File: src/core/irq_pkg.sv
package irq_pkg;
    // register offsets, byte addresses of the low byte
    localparam logic [7:0] ENABLE_OFFSET = 8'h90;
    localparam logic [7:0] STATUS_OFFSET = 8'h92;
    localparam int REG_WIDTH = 16;

    // shared field positions of enable and status
    localparam int LINK_CHANGE_BIT = 15;
    localparam int TRANSMIT_DONE_BIT = 14;
    localparam int RECEIVE_FRAME_BIT = 13;
    localparam int RECEIVE_OVERRUN_BIT = 11;
    localparam int TRANSMIT_HALTED_BIT = 9;
    localparam int RECEIVE_HALTED_BIT = 8;
    localparam int TRANSMIT_SPACE_BIT = 6;
    localparam int WAKE_FRAME_BIT = 5;
    localparam int WAKE_SPECIAL_BIT = 4;
    localparam int LINKUP_WAKE_BIT = 3;
    localparam int ENERGY_WAKE_BIT = 2;
    localparam int HOST_BUS_ERROR_BIT = 1;
    localparam int DELAYED_ENERGY_BIT = 0;

    // implemented bits of each register
    localparam logic [15:0] ENABLE_MASK = 16'hEB7F;
    localparam logic [15:0] STATUS_MASK = 16'hEB7E;
    // status bits cleared by write-one at the status register
    localparam logic [15:0] STATUS_W1C_MASK = 16'hEB42;
    // wake bits, cleared through the power-management field
    localparam logic [15:0] STATUS_WAKE_MASK = 16'h003C;

    // reset values
    localparam logic [15:0] ENABLE_RESET = 16'h0000;
    localparam logic [15:0] STATUS_RESET = 16'h0300;
    localparam logic IRQ_ACTIVE_LEVEL = 1'b0;

    // power-management one-hot clear field position and codes
    localparam int WAKE_CLEAR_LSB = 2;
    localparam logic [3:0] CLEAR_WAKE_FRAME = 4'h8;
    localparam logic [3:0] CLEAR_WAKE_SPECIAL = 4'h4;
    localparam logic [3:0] CLEAR_LINKUP_WAKE = 4'h2;
    localparam logic [3:0] CLEAR_ENERGY_WAKE = 4'h1;

    // host register write strobe with byte enables
    typedef struct packed {
        logic wr;
        logic rd;
        logic [7:0] addr;
        logic [1:0] be;
        logic [15:0] wdata;
    } reg_req_s;

    // event pulses and levels from the sources
    typedef struct packed {
        logic link_up;
        logic transmit_done;
        logic receive_frame;
        logic receive_overrun;
        logic transmit_halted;
        logic receive_halted;
        logic transmit_space;
        logic wake_frame;
        logic wake_special;
        logic linkup_wake;
        logic energy_wake;
        logic host_bus_error;
        logic host_ready;
    } events_s;
endpackage : irq_pkg

File: src/core/ethernet_irq_enable_status.sv
`timescale 1ns/1ps
// What this block does
// - enable 15 gates link change
// - enable 14 gates transmit done
// - enable 13 gates frame received
// - enable 11 gates receive overrun
// - enable 9 gates transmit halted
// - enable 8 gates receive halted
// - enable 6 gates transmit space
// - enable 5 gates wake frame
// - enable 4 gates special wake packet
// - enable 3 gates linkup wake
// - enable 2 gates energy wake
// - enable 1 gates host bus error
// - enable 0 delays energy wake until ready
// - irq when any status and enable set
// - status reads have no side effect
// - event edge sets, write one clears
// - link change sets on either transition
// - transmit done sets on sent frame
// - frame received sets on complete frame
// - overrun sets on receive overrun
// - transmit halted sets, resets to one
// - receive halted sets, resets to one
// - bits 15-13, 11, 9, 8, 6 and 1 write-one clear
// - wake bits cleared by one-hot field
// - bit 2 immediate or delayed energy wake
module ethernet_irq_enable_status #(
    parameter logic IRQ_ACTIVE = irq_pkg::IRQ_ACTIVE_LEVEL
) (
    input wire logic CLK_I,
    input wire logic RST_N_I,
    input wire irq_pkg::reg_req_s REQ_I,
    output logic [15:0] RDATA_O,
    output logic RVALID_O,
    input wire logic PM_CLEAR_WR_I,
    input wire logic [5:2] PM_CLEAR_CODE_I,
    input wire irq_pkg::events_s EVENTS_I,
    output logic [15:0] ENABLE_O,
    output logic [15:0] STATUS_O,
    output logic IRQ_O
);
    localparam int W = irq_pkg::REG_WIDTH;

    logic [W-1:0] enable_reg;
    logic [W-1:0] enable_next;
    logic [W-1:0] status_reg;
    logic [W-1:0] status_next;
    logic [W-1:0] set_vec;
    logic [W-1:0] clr_vec;
    logic [W-1:0] wdata_be;
    logic [W-1:0] be_mask;
    logic irq_reg;
    logic [15:0] rdata_reg;
    logic rvalid_reg;
    logic energy_pending_reg;
    logic [12:0] ev_level;
    logic [12:0] ev_rise;
    logic [12:0] ev_fall;
    logic enable_hit;
    logic status_hit;
    logic [W-1:0] gated;

    // positions of each source inside the packed event vector
    localparam int EV_LINK = 12;
    localparam int EV_TX_DONE = 11;
    localparam int EV_RX_FRAME = 10;
    localparam int EV_RX_OVERRUN = 9;
    localparam int EV_TX_HALTED = 8;
    localparam int EV_RX_HALTED = 7;
    localparam int EV_TX_SPACE = 6;
    localparam int EV_WAKE_FRAME = 5;
    localparam int EV_WAKE_SPECIAL = 4;
    localparam int EV_LINKUP_WAKE = 3;
    localparam int EV_ENERGY = 2;
    localparam int EV_BUS_ERROR = 1;
    localparam int EV_HOST_READY = 0;
    localparam int EV_COUNT = 13;

    // timing as the host sees it:
    // a write strobe lands on the edge that samples it
    // a read answers with data and valid one cycle later
    // an event edge sets its flag on the edge that sees it
    // the pin follows a flag or enable change one cycle later
    // limitation: event levels must already be on this clock,
    // a two-flop stage here would cost two cycles of latency
    // trade-off: edges, not levels, set flags, so a source that
    // stays high after a clear does not set its flag again

    // the field tables only fit a 16-bit register
    if (W != 16) begin : width_check
        $error("register width must be 16");
    end

    // address decode, word address taken on the low byte offset
    function automatic logic hit(input logic [7:0] a, input logic [7:0] off);
        hit = (a[7:1] == off[7:1]);
    endfunction : hit

    assign enable_hit = hit(REQ_I.addr, irq_pkg::ENABLE_OFFSET);
    assign status_hit = hit(REQ_I.addr, irq_pkg::STATUS_OFFSET);
    assign be_mask = {{8{REQ_I.be[1]}}, {8{REQ_I.be[0]}}};
    assign wdata_be = REQ_I.wdata & be_mask;

    // event sources; edges found here so a held level sets only once
    assign ev_level = {
        EVENTS_I.link_up,
        EVENTS_I.transmit_done,
        EVENTS_I.receive_frame,
        EVENTS_I.receive_overrun,
        EVENTS_I.transmit_halted,
        EVENTS_I.receive_halted,
        EVENTS_I.transmit_space,
        EVENTS_I.wake_frame,
        EVENTS_I.wake_special,
        EVENTS_I.linkup_wake,
        EVENTS_I.energy_wake,
        EVENTS_I.host_bus_error,
        EVENTS_I.host_ready
    };

    // detectors reset low: a level high at release counts as an edge
    edge_detect #(
        .WIDTH(EV_COUNT),
        .INIT(13'h0000)
    ) u_edges (
        .clk_i(CLK_I),
        .rst_n_i(RST_N_I),
        .level_i(ev_level),
        .rise_o(ev_rise),
        .fall_o(ev_fall)
    );

    // enable register write with byte enables
    // lanes without their byte enable keep the old byte, and the
    // reserved bits stay zero whatever the host writes
    always_comb begin
        enable_next = enable_reg;
        if (REQ_I.wr && enable_hit) begin
            enable_next = ((enable_reg & ~be_mask) | wdata_be)
                          & irq_pkg::ENABLE_MASK;
        end
    end

    always_ff @(posedge CLK_I or negedge RST_N_I) begin
        if (!RST_N_I) begin
            enable_reg <= irq_pkg::ENABLE_RESET;
        end else begin
            enable_reg <= enable_next;
        end
    end

    // delayed energy wake waits here until host access is ready
    always_ff @(posedge CLK_I or negedge RST_N_I) begin
        if (!RST_N_I) begin
            energy_pending_reg <= 1'b0;
        end else if (!enable_reg[irq_pkg::DELAYED_ENERGY_BIT]) begin
            energy_pending_reg <= 1'b0;
        end else if (EVENTS_I.host_ready) begin
            energy_pending_reg <= 1'b0;
        end else if (ev_rise[EV_ENERGY]) begin
            energy_pending_reg <= 1'b1;
        end
    end

    // set vector from event edges, one source per status bit
    always_comb begin
        set_vec = '0;
        // link change on either transition
        set_vec[irq_pkg::LINK_CHANGE_BIT] =
            ev_rise[EV_LINK] | ev_fall[EV_LINK];
        // frame sent and queue has room again
        set_vec[irq_pkg::TRANSMIT_DONE_BIT] =
            ev_rise[EV_TX_DONE];
        // complete frame waiting for the host
        set_vec[irq_pkg::RECEIVE_FRAME_BIT] =
            ev_rise[EV_RX_FRAME];
        // receive path ran out of room
        set_vec[irq_pkg::RECEIVE_OVERRUN_BIT] =
            ev_rise[EV_RX_OVERRUN];
        // transmit process stopped
        set_vec[irq_pkg::TRANSMIT_HALTED_BIT] =
            ev_rise[EV_TX_HALTED];
        // receive process stopped
        set_vec[irq_pkg::RECEIVE_HALTED_BIT] =
            ev_rise[EV_RX_HALTED];
        // transmit buffer space available
        set_vec[irq_pkg::TRANSMIT_SPACE_BIT] =
            ev_rise[EV_TX_SPACE];
        // wake sources, cleared only through the one-hot field
        set_vec[irq_pkg::WAKE_FRAME_BIT] =
            ev_rise[EV_WAKE_FRAME];
        set_vec[irq_pkg::WAKE_SPECIAL_BIT] =
            ev_rise[EV_WAKE_SPECIAL];
        set_vec[irq_pkg::LINKUP_WAKE_BIT] =
            ev_rise[EV_LINKUP_WAKE];
        // immediate when delay off, else once host_ready is high (at once if it already is)
        if (enable_reg[irq_pkg::DELAYED_ENERGY_BIT]) begin
            set_vec[irq_pkg::ENERGY_WAKE_BIT] =
                (energy_pending_reg | ev_rise[EV_ENERGY])
                & EVENTS_I.host_ready;
        end else begin
            set_vec[irq_pkg::ENERGY_WAKE_BIT] =
                ev_rise[EV_ENERGY];
        end
        // serial host port framing error
        set_vec[irq_pkg::HOST_BUS_ERROR_BIT] =
            ev_rise[EV_BUS_ERROR];
    end

    // clear vector: write-one at status, one-hot code for wake bits
    // the wake field lives in another register, so its strobe comes
    // in on its own port; codes with more than one bit clear nothing
    // so a stray multi-bit write cannot wipe several wake flags
    always_comb begin
        clr_vec = '0;
        if (REQ_I.wr && status_hit) begin
            clr_vec = wdata_be & irq_pkg::STATUS_W1C_MASK;
        end
        if (PM_CLEAR_WR_I) begin
            unique case (PM_CLEAR_CODE_I)
                irq_pkg::CLEAR_WAKE_FRAME: begin
                    clr_vec[irq_pkg::WAKE_FRAME_BIT] = 1'b1;
                end
                irq_pkg::CLEAR_WAKE_SPECIAL: begin
                    clr_vec[irq_pkg::WAKE_SPECIAL_BIT] = 1'b1;
                end
                irq_pkg::CLEAR_LINKUP_WAKE: begin
                    clr_vec[irq_pkg::LINKUP_WAKE_BIT] = 1'b1;
                end
                irq_pkg::CLEAR_ENERGY_WAKE: begin
                    clr_vec[irq_pkg::ENERGY_WAKE_BIT] = 1'b1;
                end
                default: begin
                    // other codes clear nothing
                end
            endcase
        end
    end

    // sticky status; set after clear so a coincident event survives
    assign status_next = ((status_reg & ~clr_vec) | set_vec)
                         & irq_pkg::STATUS_MASK;

    always_ff @(posedge CLK_I or negedge RST_N_I) begin
        if (!RST_N_I) begin
            status_reg <= irq_pkg::STATUS_RESET;
        end else begin
            status_reg <= status_next;
        end
    end

    // each bit gated by its own enable
    for (genvar g = 0; g < W; g++) begin : gate_gen
        assign gated[g] = status_reg[g] & enable_reg[g];
    end

    // or-reduced and registered so the pin never glitches
    always_ff @(posedge CLK_I or negedge RST_N_I) begin
        if (!RST_N_I) begin
            irq_reg <= 1'b0;
        end else begin
            // bit 0 is reserved in status so the delay enable adds nothing
            irq_reg <= |gated;
        end
    end
    // per-source gating lives in the and above, bit for bit:

    // read valid, one pulse for each read strobe
    always_ff @(posedge CLK_I or negedge RST_N_I) begin
        if (!RST_N_I) begin
            rvalid_reg <= 1'b0;
        end else begin
            rvalid_reg <= REQ_I.rd;
        end
    end

    // read data; reads only sample, never clear
    // data holds until the next read so a slow host can still take it
    always_ff @(posedge CLK_I or negedge RST_N_I) begin
        if (!RST_N_I) begin
            rdata_reg <= 16'h0000;
        end else begin
            if (REQ_I.rd && enable_hit) begin
                rdata_reg <= enable_reg;
            end else if (REQ_I.rd && status_hit) begin
                rdata_reg <= status_reg;
            end else if (REQ_I.rd) begin
                rdata_reg <= 16'h0000;
            end
        end
    end

    assign RDATA_O = rdata_reg;
    assign RVALID_O = rvalid_reg;
    assign ENABLE_O = enable_reg;
    assign STATUS_O = status_reg;
    // polarity is a parameter since the pin level is not fixed
    assign IRQ_O = IRQ_ACTIVE ? irq_reg : ~irq_reg;
endmodule : ethernet_irq_enable_status

File: src/core/edge_detect.sv
`timescale 1ns/1ps
// rising- and falling-edge detector over a vector of same-domain levels
module edge_detect #(
    parameter int WIDTH = 1,
    parameter logic [WIDTH-1:0] INIT = '0
) (
    input wire logic clk_i,
    input wire logic rst_n_i,
    input wire logic [WIDTH-1:0] level_i,
    output logic [WIDTH-1:0] rise_o,
    output logic [WIDTH-1:0] fall_o
);
    logic [WIDTH-1:0] prev_reg;

    // refused at elaboration, an empty vector has no edges to find
    if (WIDTH < 1) begin : width_check
        $error("edge_detect width must be positive");
    end

    // previous level, reset to INIT, so a level that differs from INIT at release gives an edge
    always_ff @(posedge clk_i or negedge rst_n_i) begin
        if (!rst_n_i) begin
            prev_reg <= INIT;
        end else begin
            prev_reg <= level_i;
        end
    end

    assign rise_o = level_i & ~prev_reg;
    assign fall_o = ~level_i & prev_reg;
endmodule : edge_detect

File: config.mk
export PLATFORM = sky130hd
export DESIGN_NAME = ethernet_irq_enable_status
export DESIGN_NICKNAME = d
export VERILOG_FILES = /design/src/core/irq_pkg.sv /design/src/core/ethernet_irq_enable_status.sv /design/src/core/edge_detect.sv
export SDC_FILE = /design/constraint.sdc
export NUM_CORES = 1
export LEC_CHECK = 0
export CAP_MARGIN = 20
export CORE_ASPECT_RATIO = 0.75
export CORE_MARGIN = 4
export CORE_UTILIZATION = 36
export CTS_CLUSTER_DIAMETER = 120
export DETAILED_ROUTE_END_ITERATION = 10
export DONT_BUFFER_PORTS = 1
export PLACE_DENSITY_LB_ADDON = 0.12
export SLEW_MARGIN = 20
export SYNTH_ARGS = -nofsm -noshare
export SYNTH_HDL_FRONTEND = slang
export SYNTH_SLANG_ARGS = --single-unit
export TNS_END_PERCENT = 5
File: constraint.sdc
create_clock -name CLK_I -period 1.4 [get_ports CLK_I]
set_input_delay 0.14 -clock CLK_I [delete_from_list [all_inputs] [get_ports CLK_I]]
set_output_delay 0.14 -clock CLK_I [all_outputs]
set_load 0.01 [all_outputs]
== Yosys cells after proc, flatten, opt, wreduce, memory -nomap -nowiden ==
Cells that the tools add are included.
Word-level totals
  flip-flop bits (word level): 57
  input port bits: 48
  output and inout port bits: 50
  logic and storage cells: 60
Cells by class
  equal/unequal tests: 7
  muxes and demuxes: 13
  bitwise logic cells: 27
  reduce and logical (&&, ||, !) cells: 6
Operator list (number)
  $mux 16: 4
  $and 16x16->16: 3
  $not 16->16: 2
  $or 16x16->16: 2
  $and 13x13->13: 2
  $not 13->13: 2
  $eq 7x7->1 const B: 2
  $and 1x1->1: 13
  $reduce_or 12->1: 1
  $mux 1: 8
  $eq 4x1->1 const B: 1
  $eq 4x2->1 const B: 1
  $eq 4x3->1 const B: 1
  $eq 4x4->1 const B: 1
  $logic_and 1x1->1: 4
  $mux 4: 1
  $ne 3x2->1 const B: 1
  $reduce_bool 3->1: 1
  $or 1x1->1: 2
  $not 1->1: 1

== Logic depth before layout (Yosys ltp) ==
  word-level depth: 8
  mapped depth: 5
  mapped depth without buffers: 3

== Modules after synthesis ==
A second synthesis with hierarchy kept.
Second synthesis, totals
  cell total of the unflattened synthesis: 217
  area total of the unflattened synthesis: 2571.2 sq um
Modules (own cells, without submodules)
  ethernet_irq_enable_status: instances 1, cells an instance 178, area each 2018.2 sq um, sequential area each 1028.5 sq um
  edge_detect: instances 1, cells an instance 39, area each 553.0 sq um, sequential area each 325.3 sq um

== Worst setup path before layout ==
No wires, ideal clock.
  kind: in2reg
  from: in REQ_I[20] (netlist name)
  to: reg (tool-made name)
  library setup time: 125 ps
  arrival time: 1314 ps
  required time: 1275 ps
  setup slack: -38 ps
  stages on the path: 4
  buffers on the path: 1
  cells stage by stage: or2_4 -> buf_6 -> nor4_4 -> mux2_2
RTL lines
  start: declaration: line ethernet_irq_enable_status.sv:33  | input wire irq_pkg::reg_req_s REQ_I,

==> results list <==
- Vias in the first global route: 1706
- In this run the most critical hold path is launched from EVENTS_I[9].
* Worst hold endpoint: STATUS_O[11]
* Wire length of the first global-routing pass: 9470 µm
- The congestion estimate from routability-driven global placement came to 0.711.
- Total core area: 6350 µm²
- Counting the fill cells in the layout gives 599.
* Total number of H-tree levels: 2
- The analysis attributes to cell leakage a power of 1.27 nW.
- The worst-case IR drop observed on VDD is 0.568 mV.
- Area Growth Syn to Fin: 22.8%
- The setup check on the worst reg-to-reg path leaves a slack of 0.24 ns.
- Cells after Synth: 203
* Critical path type: register to register
- During synthesis, Yosys emitted a total of 0 warnings.
- Count of flip-flops with a built-in enable after synthesis: 0
- Post-route clock skew: 0.0115 ns
* Initial standard-cell utilization of the core: 37.2%
- The clock net in this run drives a total of 53 sinks.
- Averaged over all synthesized cells, the footprint is 11.6 µm².
- The run finished with clean final reports.
- Data on the critical path is required at its endpoint by 1.57 ns.
- The number of buffers and inverters on the critical path is 0.
* TritonCTS clock tree: yes
- The die covers 7940 µm².
- Remaining antenna violation count: 0
* Layout cells sized above 1: 22.5%
- The largest single stage delay on the critical path is 0.46 ns.
- Achievable frequency: 0.859 GHz
- At the pin with the least slew margin, the transition time is 0.817 ns.
- Number of iterations in the first detailed-routing pass: 4
- Core Rows: 25
* Cell chain of the critical path: a22o_1 > a221oi_1 > nand3_1
* Total wire length after detailed routing: 5930 µm
- Reg-to-reg critical path endpoint: irq_reg
- Floorplan die height: 78.2 µm
* Clock-pin slew of the registers on the worst-case setup and hold paths: 0.09 ns
- Worst slew margin: 45.5%
- Synth area leaders: dfrtp_1 (54%), mux2_2 (12%), inv_1 (3.8%)
* Dominant cell type by area after synthesis: dfrtp_1
- Using the TritonRoute via totals, the vias-per-cell ratio works out to 4.88.
- Maximum root-to-sink buffer count: 2
- Netlist cell types: 33
- The repair_antennas step left the layout with diodes totalling 0.
- After synthesis the cells add up to 2360 µm².
- The synthesized design devotes to its leading area cell type 54.0% of total area.
- The hold violation count in the final report came to 0.
* Family of cells with the greatest summed delay on the critical path: compound AO/OA/AOI/OAI gates
- From left edge to right edge, the die measures 102 µm.
* Path category of the worst min-delay check: input pin to register
- Share of flip-flops with an asynchronous set or reset after synthesis: 100%
* R2R cell count: 3
- Entering global routing, the biggest net connects 54 pins.
- Power spread over the standard cell area amounts to 1030 nW/µm².
- Input and output buffers added on the ports amount to 0.
- Source-to-sink clock delay at the later pin of the worst-skew pair: 0.30 ns
- Across the run, the number of max-cap violations was 0.
* Kind of start point of the critical path: register
- Share of the cycle needed by the critical path after routing: 83.2%
- Sorting the synthesized cells by how often they occur yields dfrtp_1 (51), mux2_2 (25), inv_1 (24).
- Final HPWL DP: 4370 µm
- Final global-route overflow total: 0
- In this run, synthesis produced a sequential element count of 53.
- Worst hold path depth: 2
- Across all layers, the routed design uses 1586 vias.
- Post-synth top flop: dfrtp_1
- At the worst endpoint, the arrival time is 1.34 ns.
* Tot Pwr: 2.99 mW
- Slowest cell on the critical path: dfrtp_1
* Detailed-route DRC error count: 0
- 98 I/O pins were placed.
* Number of CTS-inserted buffers: 5
- Setup violations remaining at the end of the flow were counted as 0.
* Post-detailed-route wirelength per cell: 18.2 µm
* Critical Path Fanout Max: 4
* Iteration-0 DRC Markers: 47
* Post-layout minimum cycle time: 1.16 ns
- CTS Root Cell: clkbuf_8
* GRT Resource Usage Total: 15.5%
* RSZ-0062 raised after global routing: no
- Max Transition Viols Final: 0
- The initial antenna violation count is 0.
- Most frequently used cell type in the post-synthesis netlist: dfrtp_1
* Worst hold-check slack: 0.0172 ns
* Category of the worst setup path capture point: register
- Number of nets in the layout: 291
- Of the synthesized area, sequential elements account for 56.2%.
-- metrics by stage --
step                      std cells  instance area (µm²)  util, %  setup TNS, ns  setup slack [ns]
after global routing            325                 2900     45.7              0             0.139
after floorplan                 212                 2400        -         -0.108           -0.0155
final                           325                 2900     45.7              0             0.236
after global placement          288                 2480     39.1              0            0.0154
after CTS                       325                 2900     45.7              0             0.101
after detailed placement        288                 2480     39.1              0            0.0124
-- worst register-to-register path: cells and delay by family (launching register included) --
family	cells	cell delay (ns)
AOI/OAI and AO/OA	2	0.48
DFF	1	0.46
and+or+nand+nor	1	0.11
-- worst max path at each step --
stage / start / slack [ns] / cells after the start / endpoint
finish: register / 0.24 / 3 / irq_reg
floorplan: REQ_I[21] / -0.02 / 4 / register
detailed placement: REQ_I[21] / 0.01 / 4 / register
global route: register / 0.14 / 3 / irq_reg
CTS: REQ_I[26] / 0.10 / 3 / RDATA_O[0]
global placement: REQ_I[21] / 0.02 / 4 / register
-- kinds of logic after synthesis --
family,after synthesis,share of synthesized area (%)
AOI/OAI and AO/OA,42,12.1
and+or+nand+nor,38,10.3
xor gates and xnor gates,1,0.371
muxes,25,11.9
buffers and inverters,43,8.89
other,1,0.159
DFF,53,56.2
-- cell type report --
| cell class | count | area [µm²] | share of cell area, % |
|---|---|---|---|
| clock buffer | 6 | 72.6 | 2.50 |
| clock inverter | 2 | 35.0 | 1.21 |
| inverter | 24 | 90.1 | 3.10 |
| multi-input combinational | 116 | 858 | 29.6 |
| sequential | 53 | 1330 | 45.8 |
| tap | 81 | 101 | 3.49 |
| timing repair buffer | 43 | 415 | 14.3 |
-- placed cells by master, fill, tap and decap left out, types with 6 or more instances in the layout --
cell,instances
dfrtp_1,51
mux2_2,25
o22ai_1,13
o21ai_0,11
o41ai_1,6
conb_1,10
inv_1,24
nand2_1,21
buf_4,14
dlygate4sd3_1,27
-- per-layer routing --
metal	wire (µm)	GRT usage, %	vias up
li1	-	-	764
met1	2750	21.6	755
met2	2540	22.9	62
met3	597	5.95	5
met4	38	3.19	0
met5	0	0	-
-- where the power goes --
part           switching (mW)  internal [mW]
clock network           0.491          0.532
registers              0.0504           1.59
logic                   0.159          0.168
-- what timing repair did --
action	in CTS	in global routing
endpoints found under the hold margin	103	0
gates resized for setup	0	1
buffers inserted	0	0
hold buffers	29	0
endpoints found under the setup margin	0	1
Power figures use the tool's default switching activity.
